==> src/verilog/split_timer_pkg.sv <==
// Package: addresses, field positions, reset values and clock codes
`default_nettype none
package split_timer_pkg;
  // ********************************************************
  // Special function addresses
  // ********************************************************
  localparam logic [7:0] ADDR_TIMER_CONTROL = 8'h91; // Control
  localparam logic [7:0] ADDR_RELOAD_LOW = 8'h92; // Reload low byte
  localparam logic [7:0] ADDR_RELOAD_HIGH = 8'h93; // Reload high byte
  localparam logic [7:0] ADDR_COUNTER_LOW = 8'h94; // Count low byte
  localparam logic [7:0] ADDR_COUNTER_HIGH = 8'h95; // Count high byte
  // ********************************************************
  // Control field positions
  // ********************************************************
  localparam int BIT_HIGH_FLAG = 7; // High overflow flag
  localparam int BIT_LOW_FLAG = 6; // Low overflow flag
  localparam int BIT_LOW_IRQ_EN = 5; // Low overflow irq enable
  localparam int BIT_CAPTURE_EN = 4; // Oscillator capture enable
  localparam int BIT_SPLIT = 3; // Split mode select
  localparam int BIT_RUN = 2; // Run control
  localparam int BIT_ALT_CLK_HI = 1; // Alternate clock field top
  // ********************************************************
  // Reset values and constants
  // ********************************************************
  localparam logic [7:0] RESET_BYTE = 8'h00; // All registers
  localparam logic [7:0] BYTE_ALL_ONES = 8'hFF; // Rollover point
  localparam int CORE_DIV = 12; // Core clock divide
  localparam int ALT_DIV = 8; // External and oscillator divide
  localparam logic [1:0] CLK_CORE_DIV12 = 2'h0; // Core / 12
  localparam logic [1:0] CLK_EXT_DIV8 = 2'h1; // External / 8
  localparam logic [1:0] CLK_RESERVED = 2'h2; // No ticks
  localparam logic [1:0] CLK_OSC_DIV8 = 2'h3; // Oscillator / 8
endpackage
`default_nettype wire

==> src/verilog/split_autoreload_timer_ctrl.sv <==
// Module: split 16/8-bit auto-reload timer with oscillator capture
// Summary of operation
// - High byte rollover sets high flag
// - 16-bit wrap sets high flag
// - High flag with irq enable requests interrupt
// - Low byte rollover sets low flag
// - Low flag set in every mode
// - Hardware never clears flags; software does
// - Low rollover interrupts when both enables set
// - Oscillator fall captures count, sets high flag, interrupts
// - Split bit picks 16-bit or dual 8-bit
// - Run gates counter; split low runs always
// - Alternate field: core/12, ext/8, reserved, osc/8
// - Divided sources synchronised to core clock
// - Alternate field shared by both split bytes
// - Reload low at 0x92, resets zero
// - Reload high at 0x93, resets zero
// - 16-bit wrap loads full reload value
// - Split bytes reload from their own byte
// - Byte clock select one uses core clock
`timescale 1ns/1ps
`default_nettype none
module split_autoreload_timer_ctrl (
  input wire logic clk,
  input wire logic rstn,
  input wire logic sfr_wr, // Special function write strobe
  input wire logic [7:0] sfr_addr, // Special function address
  input wire logic [7:0] sfr_wdata, // Write data
  output logic [7:0] sfr_rdata, // Read data, combinational mux
  input wire logic timer_irq_enable, // Processor-side enable
  input wire logic high_byte_clock_select, // 1 = core clock
  input wire logic low_byte_clock_select, // 1 = core clock
  input wire logic ext_clock, // External oscillator source
  input wire logic low_freq_oscillator, // Oscillator output
  output logic irq, // Interrupt request level
  output logic [7:0] counter_low_byte, // Count low byte
  output logic [7:0] counter_high_byte // Count high byte
);
  // ********************************************************
  // Clock sources
  // ********************************************************
  logic ext_tick; // External / 8, synchronised
  logic osc_tick; // Oscillator / 8, synchronised
  logic osc_fall; // Oscillator falling edge
  logic [3:0] pre_q, pre_d; // Core divide-by-12 prescaler
  logic core_div_tick; // Core / 12
  logic alt_tick; // Source chosen by alternate field
  logic lo_tick, hi_tick; // Per-byte ticks
  // No suspend state here, so both sources always go through
  // the synchroniser
  tick_source #(.DIV(split_timer_pkg::ALT_DIV)) u_ext (
    .clk(clk), .rstn(rstn), .src(ext_clock),
    .rise(), .fall(), .tick(ext_tick));
  tick_source #(.DIV(split_timer_pkg::ALT_DIV)) u_osc (
    .clk(clk), .rstn(rstn), .src(low_freq_oscillator),
    .rise(), .fall(osc_fall), .tick(osc_tick));
  // ********************************************************
  // Registers
  // ********************************************************
  logic [7:0] ctrl_q, ctrl_d; // Timer control
  logic [7:0] rl_lo_q, rl_lo_d; // Reload low byte
  logic [7:0] rl_hi_q, rl_hi_d; // Reload high byte
  logic [7:0] cnt_lo_q, cnt_lo_d; // Count low byte
  logic [7:0] cnt_hi_q, cnt_hi_d; // Count high byte
  logic split, run, lo_en, hi_en;
  logic lo_ovf, hi_ovf; // Rollover events this cycle
  logic [1:0] alt_sel;
  // Decode of the shared alternate clock field
  function automatic logic alt_pick(input logic [1:0] sel,
      input logic c12, input logic e8, input logic o8);
    case (sel)
      split_timer_pkg::CLK_CORE_DIV12: alt_pick = c12;
      split_timer_pkg::CLK_EXT_DIV8: alt_pick = e8;
      split_timer_pkg::CLK_OSC_DIV8: alt_pick = o8;
      default: alt_pick = 1'b0; // Reserved: bytes on the alternate source stall
    endcase
  endfunction
  assign alt_sel = ctrl_q[split_timer_pkg::BIT_ALT_CLK_HI -: 2];
  assign split = ctrl_q[split_timer_pkg::BIT_SPLIT];
  assign run = ctrl_q[split_timer_pkg::BIT_RUN];
  assign core_div_tick = (pre_q == 4'(split_timer_pkg::CORE_DIV - 1));
  assign alt_tick = alt_pick(alt_sel, core_div_tick, ext_tick,
                             osc_tick);
  // Both bytes share the alternate field, each picks core or alt
  assign lo_tick = low_byte_clock_select ? 1'b1 : alt_tick;
  // In 16-bit mode the low byte select drives the whole counter
  assign hi_tick = split ?
    (high_byte_clock_select ? 1'b1 : alt_tick) : lo_tick;
  // Split low byte free-runs; otherwise run gates both
  assign lo_en = lo_tick && (split || run);
  assign hi_en = split ? (hi_tick && run) : lo_en;
  assign lo_ovf = lo_en && (cnt_lo_q == split_timer_pkg::BYTE_ALL_ONES);
  // Unsplit, the high byte only moves on a low carry
  assign hi_ovf = hi_en && (cnt_hi_q == split_timer_pkg::BYTE_ALL_ONES)
                  && (split || lo_ovf);
  // Next-state for prescaler, counter, control and reloads
  always_comb begin
    pre_d = core_div_tick ? 4'h0 : 4'(pre_q + 4'h1);
    ctrl_d = ctrl_q;
    rl_lo_d = rl_lo_q;
    rl_hi_d = rl_hi_q;
    cnt_lo_d = cnt_lo_q;
    cnt_hi_d = cnt_hi_q;
    // Software writes first; hardware events below override
    if (sfr_wr) begin
      case (sfr_addr)
        split_timer_pkg::ADDR_TIMER_CONTROL: ctrl_d = sfr_wdata;
        split_timer_pkg::ADDR_RELOAD_LOW: rl_lo_d = sfr_wdata;
        split_timer_pkg::ADDR_RELOAD_HIGH: rl_hi_d = sfr_wdata;
        split_timer_pkg::ADDR_COUNTER_LOW: cnt_lo_d = sfr_wdata;
        split_timer_pkg::ADDR_COUNTER_HIGH: cnt_hi_d = sfr_wdata;
        default: ; // Unmapped: ignored
      endcase
    end
    // Counting: a tick beats a same-cycle software count write
    if (split) begin
      if (lo_en) begin
        cnt_lo_d = lo_ovf ? rl_lo_q : 8'(cnt_lo_q + 8'h01);
      end
      if (hi_en) begin
        cnt_hi_d = hi_ovf ? rl_hi_q : 8'(cnt_hi_q + 8'h01);
      end
    end else if (lo_en) begin
      if (hi_ovf) begin
        cnt_lo_d = rl_lo_q;
        cnt_hi_d = rl_hi_q;
      end else begin
        cnt_lo_d = 8'(cnt_lo_q + 8'h01);
        if (lo_ovf) begin
          cnt_hi_d = 8'(cnt_hi_q + 8'h01);
        end
      end
    end
    // Flag sets win over a same-cycle clear; only software clears
    if (lo_ovf) begin
      ctrl_d[split_timer_pkg::BIT_LOW_FLAG] = 1'b1;
    end
    if (hi_ovf) begin
      ctrl_d[split_timer_pkg::BIT_HIGH_FLAG] = 1'b1;
    end
    // Capture copies the live count, not the post-tick value
    if (ctrl_q[split_timer_pkg::BIT_CAPTURE_EN] && osc_fall) begin
      rl_lo_d = cnt_lo_q;
      rl_hi_d = cnt_hi_q;
      ctrl_d[split_timer_pkg::BIT_HIGH_FLAG] = 1'b1;
    end
  end
  // Register stage, synchronous reset to zero
  always_ff @(posedge clk) begin
    if (!rstn) begin
      pre_q <= 4'h0;
      ctrl_q <= split_timer_pkg::RESET_BYTE;
      rl_lo_q <= split_timer_pkg::RESET_BYTE;
      rl_hi_q <= split_timer_pkg::RESET_BYTE;
      cnt_lo_q <= split_timer_pkg::RESET_BYTE;
      cnt_hi_q <= split_timer_pkg::RESET_BYTE;
    end else begin
      pre_q <= pre_d;
      ctrl_q <= ctrl_d;
      rl_lo_q <= rl_lo_d;
      rl_hi_q <= rl_hi_d;
      cnt_lo_q <= cnt_lo_d;
      cnt_hi_q <= cnt_hi_d;
    end
  end
  // ********************************************************
  // Read mux and interrupt
  // ********************************************************
  always_comb begin
    case (sfr_addr)
      split_timer_pkg::ADDR_TIMER_CONTROL: sfr_rdata = ctrl_q;
      split_timer_pkg::ADDR_RELOAD_LOW: sfr_rdata = rl_lo_q;
      split_timer_pkg::ADDR_RELOAD_HIGH: sfr_rdata = rl_hi_q;
      split_timer_pkg::ADDR_COUNTER_LOW: sfr_rdata = cnt_lo_q;
      split_timer_pkg::ADDR_COUNTER_HIGH: sfr_rdata = cnt_hi_q;
      default: sfr_rdata = 8'h00;
    endcase
  end
  // Level request; the flag is the pending state
  assign irq = timer_irq_enable &&
    (ctrl_q[split_timer_pkg::BIT_HIGH_FLAG] ||
     (ctrl_q[split_timer_pkg::BIT_LOW_FLAG] &&
      ctrl_q[split_timer_pkg::BIT_LOW_IRQ_EN]));
  assign counter_low_byte = cnt_lo_q;
  assign counter_high_byte = cnt_hi_q;
  // ********************************************************
  // Assertions
  // ********************************************************
  property p_high_flag_set;
    @(posedge clk) disable iff (!rstn) hi_ovf |=> ctrl_q[7];
  endproperty
  a_high_flag_set: assert property (p_high_flag_set)
    else $error("high flag not set after high rollover");
  property p_wrap16;
    @(posedge clk) disable iff (!rstn)
      (!split && lo_en && cnt_lo_q == 8'hFF && cnt_hi_q == 8'hFF)
      |=> ctrl_q[7];
  endproperty
  a_wrap16: assert property (p_wrap16)
    else $error("16-bit wrap did not set high flag");
  property p_irq_high;
    @(posedge clk) disable iff (!rstn)
      (ctrl_q[7] && timer_irq_enable) |-> irq;
  endproperty
  a_irq_high: assert property (p_irq_high)
    else $error("no interrupt with high flag set");
  property p_low_flag;
    @(posedge clk) disable iff (!rstn) lo_ovf |=> ctrl_q[6];
  endproperty
  a_low_flag: assert property (p_low_flag)
    else $error("low flag not set after low rollover");
  property p_no_hw_clear;
    @(posedge clk) disable iff (!rstn)
      (ctrl_q[7:6] != 2'h0 &&
       !(sfr_wr && sfr_addr == 8'h91))
      |=> (ctrl_q[7:6] & $past(ctrl_q[7:6])) == $past(ctrl_q[7:6]);
  endproperty
  a_no_hw_clear: assert property (p_no_hw_clear)
    else $error("overflow flag cleared without software write");
  property p_irq_low;
    @(posedge clk) disable iff (!rstn)
      lo_ovf |=> (!timer_irq_enable ||
                  !ctrl_q[split_timer_pkg::BIT_LOW_IRQ_EN] || irq);
  endproperty
  a_irq_low: assert property (p_irq_low)
    else $error("no interrupt after low rollover");
  property p_capture;
    @(posedge clk) disable iff (!rstn)
      (ctrl_q[4] && osc_fall) |=>
      (rl_lo_q == $past(cnt_lo_q) && rl_hi_q == $past(cnt_hi_q)
       && ctrl_q[7]);
  endproperty
  a_capture: assert property (p_capture)
    else $error("capture did not copy count");
  property p_run_gate;
    @(posedge clk) disable iff (!rstn)
      (!split && !run && !(sfr_wr && sfr_addr[7:1] == 7'h4A))
      |=> $stable(cnt_lo_q) && $stable(cnt_hi_q);
  endproperty
  a_run_gate: assert property (p_run_gate)
    else $error("counter moved while stopped");
  property p_reload16;
    @(posedge clk) disable iff (!rstn)
      (!split && hi_ovf) |=>
      cnt_lo_q == $past(rl_lo_q) && cnt_hi_q == $past(rl_hi_q);
  endproperty
  a_reload16: assert property (p_reload16)
    else $error("16-bit reload value not loaded");
  property p_step;
    @(posedge clk) disable iff (!rstn)
      (lo_en && !lo_ovf && !(sfr_wr && sfr_addr == 8'h94))
      |=> cnt_lo_q == 8'($past(cnt_lo_q) + 8'h01);
  endproperty
  a_step: assert property (p_step)
    else $error("low count did not step by one");
  // Low flag in 16-bit mode, judged from the raw count, not lo_ovf
  property p_low_flag_wide;
    @(posedge clk) disable iff (!rstn)
      (!split && lo_en && cnt_lo_q == split_timer_pkg::BYTE_ALL_ONES)
      |=> ctrl_q[split_timer_pkg::BIT_LOW_FLAG];
  endproperty
  a_low_flag_wide: assert property (p_low_flag_wide)
    else $error("low flag not set on 16-bit low carry");
  // ********************************************************
  // Split mode assertions
  // ********************************************************
  // Split low byte steps even with run clear
  property p_split_low_free;
    @(posedge clk) disable iff (!rstn)
      (split && lo_tick && cnt_lo_q != split_timer_pkg::BYTE_ALL_ONES)
      |=> cnt_lo_q == 8'($past(cnt_lo_q) + 8'h01);
  endproperty
  a_split_low_free: assert property (p_split_low_free)
    else $error("split low byte did not free-run");
  // Split high byte holds while stopped, bar a direct write
  property p_split_high_hold;
    @(posedge clk) disable iff (!rstn)
      (split && !run &&
       !(sfr_wr && sfr_addr == split_timer_pkg::ADDR_COUNTER_HIGH))
      |=> $stable(cnt_hi_q);
  endproperty
  a_split_high_hold: assert property (p_split_high_hold)
    else $error("split high byte moved while stopped");
  // Split high byte reloads from its own reload byte
  property p_reload8_high;
    @(posedge clk) disable iff (!rstn)
      (split && hi_ovf) |=> cnt_hi_q == $past(rl_hi_q);
  endproperty
  a_reload8_high: assert property (p_reload8_high)
    else $error("split high byte reload value not loaded");
  c_wrap16: cover property (@(posedge clk) disable iff (!rstn)
    !split && hi_ovf);
  c_split_both: cover property (@(posedge clk) disable iff (!rstn)
    split && lo_ovf ##[1:600] hi_ovf);
  c_capture: cover property (@(posedge clk) disable iff (!rstn)
    ctrl_q[4] && osc_fall);
  c_split_low_free: cover property (@(posedge clk) disable iff (!rstn)
    split && !run && lo_ovf);
  c_low_irq: cover property (@(posedge clk) disable iff (!rstn)
    lo_ovf && ctrl_q[split_timer_pkg::BIT_LOW_IRQ_EN] && timer_irq_enable);
endmodule // split_autoreload_timer_ctrl
`default_nettype wire

==> src/verilog/tick_source.sv <==
// Module: tick generator with synchronised edge divider
`timescale 1ns/1ps
`default_nettype none
module tick_source #(
  parameter int DIV = 8 // Rising edges per output tick
) (
  input wire logic clk,
  input wire logic rstn,
  input wire logic src, // Asynchronous source clock
  output logic rise, // One pulse per source rising edge
  output logic fall, // One pulse per source falling edge
  output logic tick // One pulse per DIV rising edges
);
  // ********************************************************
  // Synchroniser and divider
  // ********************************************************
  logic s1_q, s1_d; // First stage, read only by s2
  logic s2_q, s2_d; // Second stage
  logic s3_q, s3_d; // Edge history
  logic [3:0] cnt_q, cnt_d; // Divider count
  // Next-state: the edge detector looks at s2 and s3 only
  always_comb begin
    s1_d = src;
    s2_d = s1_q;
    s3_d = s2_q;
    cnt_d = cnt_q;
    if (s2_q && !s3_q) begin
      cnt_d = (cnt_q == 4'(DIV - 1)) ? 4'h0 : 4'(cnt_q + 4'h1);
    end
  end
  // Register stage
  always_ff @(posedge clk) begin
    if (!rstn) begin
      s1_q <= 1'b0;
      s2_q <= 1'b0;
      s3_q <= 1'b0;
      cnt_q <= 4'h0;
    end else begin
      s1_q <= s1_d;
      s2_q <= s2_d;
      s3_q <= s3_d;
      cnt_q <= cnt_d;
    end
  end
  assign rise = s2_q && !s3_q;
  assign fall = !s2_q && s3_q;
  assign tick = rise && (cnt_q == 4'(DIV - 1));
endmodule // tick_source
`default_nettype wire
==> config.mk <==
export PLATFORM = sky130hd
export DESIGN_NAME = split_autoreload_timer_ctrl
export DESIGN_NICKNAME = d
export VERILOG_FILES = /design/src/verilog/split_timer_pkg.sv /design/src/verilog/split_autoreload_timer_ctrl.sv /design/src/verilog/tick_source.sv
export SDC_FILE = /design/constraint.sdc
export NUM_CORES = 1
export LEC_CHECK = 0
export BUFFER_PORTS_ARGS = -buffer_cell sky130_fd_sc_hd__buf_2
export CORE_MARGIN = 5
export CORE_UTILIZATION = 35
export DETAILED_ROUTE_END_ITERATION = 10
export PLACE_DENSITY_LB_ADDON = 0.1
export SYNTH_ARGS = -nofsm -noshare
export SYNTH_HDL_FRONTEND = slang
export SYNTH_SLANG_ARGS = --single-unit
==> constraint.sdc <==
create_clock -name clk -period 2.9 [get_ports clk]
set_input_delay 0.29 -clock clk [delete_from_list [all_inputs] [get_ports clk]]
set_output_delay 0.29 -clock clk [all_outputs]
set_load 0.02 [all_outputs]
==> out/results.ini <==
[cts]
post_cts_buffers = 0
cts.sinks = 58
cts_resized = 0
insertion_delay_ns = 0.35
htree_levels = 3
cts-buffers-inserted = 9
cts-root-buf = clkbuf_8
cts_tree = done
ctsHoldBuffers = 0
clk_path_buf_depth = 2
clkTransAtPathRegs_ns = 0.08

[yosys]
yosys_most_used_dff = dfxtp_1
yosys_warnings = 0
synth-seq-area-share_pct = 31.3
async_flop_share_pct = 0
synth_cells = 460
synth_cell_types = 60
synth_edf_count = 0
ys_ff_latch = 58
syn_avg_cell_area_um2 = 8.06
synth_nets = 489
netlist_area_um2 = 3710

[power_and_ir_drop]
power.switching_uw = 452
leakagePower_nw = 1.71
p_clk_share_pct = 45.5
p_int_mw = 1.24
p_comb_share_pct = 6.0
switching_share_pct = 26.7
power_density_nw_per_um2 = 396
vdd_drop_max_mv = 0.259
seqPwrFrac_pct = 48.5

[sta]
max_freq_mhz = 384
finalCriticalPeriod_ns = 2.60
finalSetupViolCount = 0
fin_crit_sh_pct = 89.8
hold_viol = 0
tns_ns = 0
relSlewSlack_pct = 56.6
slew_violations = 0
worstMarginPinSlew_ns = 0.651
rsz0062_at_grt = no
clock_skew_ns = 0.0128
holdWs_ns = 0.146
layout_setup_ws_ns = 0.297

[worst_setup_path]
crit_path_end_kind = flip-flop
worstSetupPathType = flip-flop to flip-flop
cp_slowest_cell = o21a_1
worstReg2RegStart = u_osc.cnt_q[0]
cp-start-kind = flip-flop
cp_max_fo = 13
critPathArrivalTime_ns = 2.89
crit_chain = ha_1 > and3b_1 > a22o_1 > o21a_1 > and3_1 > nand2_1 > a31oi_1 > a31o_2
cp.required_ns = 3.19
crit_start = u_osc.cnt_q[0]
slowest_delay_ns = 0.48

[global_routing]
grtUsageTotal_pct = 18.9
antenna_found_initial = 0
grt_pass1_wl_um = 19400
first_global_vias = 3513
grt_overflow_total = 0
grt_max_degree = 40

[run_status]
outcome = complete, no violations

[drt]
route.detailed.drc = 0
dr.pass1.iters = 5
ant_nets = 0
viasPerCell = 5.79
route.met2.wl_um = 5140
wl_met1_um = 5930
routed_wirelength_um = 11900
wl_per_cell_um = 18.6
drt_iter0_drc = 311
highest_layer = met4
wl_met3_um = 740
vias = 3708

[floorplan]
die-area_um2 = 12800
ios = 49
row_count = 37
die_h_um = 113
fp.dieW_um = 113
core_area_um2 = 10300
initial_core_util_pct = 35.9

[finish]
num_antenna_cells = 0
fillerInstances = 1057
layout_commonest_cell = nand2_1
multiInputGateArea_um2 = 2370
seqCellArea_um2 = 1160
nets = 528
synthToLayoutAreaGrowth_pct = 15.1
drive_above_1_share_pct = 18.8
layout_common_cells = 63 x nand2_1, 58 x dfxtp_1, 48 x buf_2, 38 x mux2i_1, 38 x nor2_1

[placement]
hpwlAfterDp_um = 8480
place_congestion = 0.879
portBuffers = 48
dp_slack_ns = 0.373

[min_path]
hold_start = low_freq_oscillator
hold_class = input pin to flip-flop

[flow_run]
cap_violations = 0

## per-stage QoR
step                area [um^2]  power [mW]  std cells  util (%)
floorplan                  3710       0.889        460         -
global placement           4080       0.939        624      39.5
detailed placement         4080       0.940        624      39.5
CTS                        4270        1.71        640      41.4
global route               4270        1.76        640      41.4
finish                     4270        1.69        640      41.4
## cell type report
class                      count  share of cell area [%]
clock inverter                 7                    1.64
timing repair buffer          64                    8.44
sequential                    58                    27.2
inverter                       5                   0.439
clock buffer                   9                    2.90
tap                          136                    3.98
multi-input combinational    361                    55.4
## kinds of logic (layout without fill, tap and decap cells)
| group | Yosys count | count (layout) | synth area share, % |
|---|---|---|---|
| adder cells (fa/ha/maj) | 5 | 5 | 1.69 |
| multiplexers | 42 | 42 | 11.5 |
| XOR/XNOR | 11 | 11 | 2.60 |
| buffers and inverters | 41 | 85 | 4.89 |
| flip-flops | 58 | 58 | 31.3 |
| AND/OR/NAND/NOR | 183 | 183 | 25.0 |
| AO/OA/AOI/OAI | 120 | 120 | 23.0 |
## flip-flops by register name, summed over array words and instances, names as in the netlist
| signal | flops |
|---|---|
| counter_high_byte | 8 |
| counter_low_byte | 8 |
| ctrl_q | 8 |
| pre_q | 4 |
| rl_hi_q | 8 |
| rl_lo_q | 8 |
| u_ext.cnt_q | 4 |
| u_ext.s1_q | 1 |
| u_ext.s2_q | 1 |
| u_ext.s3_q | 1 |
| u_osc.cnt_q | 4 |
| u_osc.s1_q | 1 |
| u_osc.s2_q | 1 |
| u_osc.s3_q | 1 |
## worst paths after layout
kind / end / slack [ns] / depth (start not counted)
worst max-delay path: counter_high_byte[1] / 0.30 / 8
worst min-delay path: u_osc.s1_q / 0.15 / 2
worst max register to register: counter_high_byte[1] / 0.30 / 8
worst min register to register: u_osc.s2_q / 0.44 / 1
## worst max-delay path, delay by kind of cell, from the launching register on
kind | cells | cell delay [ns]
flip-flops | 1 | 0.38
adder cells (fa/ha/maj) | 1 | 0.20
AND/OR/NAND/NOR | 3 | 0.79
AO/OA/AOI/OAI | 4 | 1.18
## power by group through the flow
stage | Combinational [mW] | Clock (mW) | Sequential, mW
2_1_floorplan | 0.0547 | 0 | 0.834
3_3_place_gp | 0.101 | 0 | 0.839
3_5_place_dp | 0.101 | 0 | 0.839
4_1_cts | 0.101 | 0.785 | 0.821
5_1_grt | 0.112 | 0.827 | 0.823
6_report | 0.102 | 0.769 | 0.821
## synthesized netlist by cell type, drive strengths merged, types with 5 or more instances
master / count / area (um^2)
and2: 7 / 43.8
a311oi: 6 / 58.8
o221ai: 8 / 70.1
a21oi: 24 / 120
o21ai: 26 / 149
nand3: 24 / 120
a221o: 11 / 110
mux2i: 38 / 380
nor3: 12 / 60.1
dfxtp: 58 / 1160
and3: 7 / 43.8
ha: 5 / 62.6
xnor2: 6 / 52.6
a211oi: 18 / 135
xor2: 5 / 43.8
nor2: 39 / 149
nand2: 63 / 236
a31oi: 5 / 31.3
buf: 14 / 80.1
clkbuf: 22 / 82.6
o211ai: 5 / 37.5
## metal layers
layer,vias up,GRT usage [%]
met5,-,0
met4,0,4.97
met3,9,3.69
met2,124,27.7
met1,1783,28.2
li1,1792,-
No activity file was read; power rests on OpenSTA's default activity.
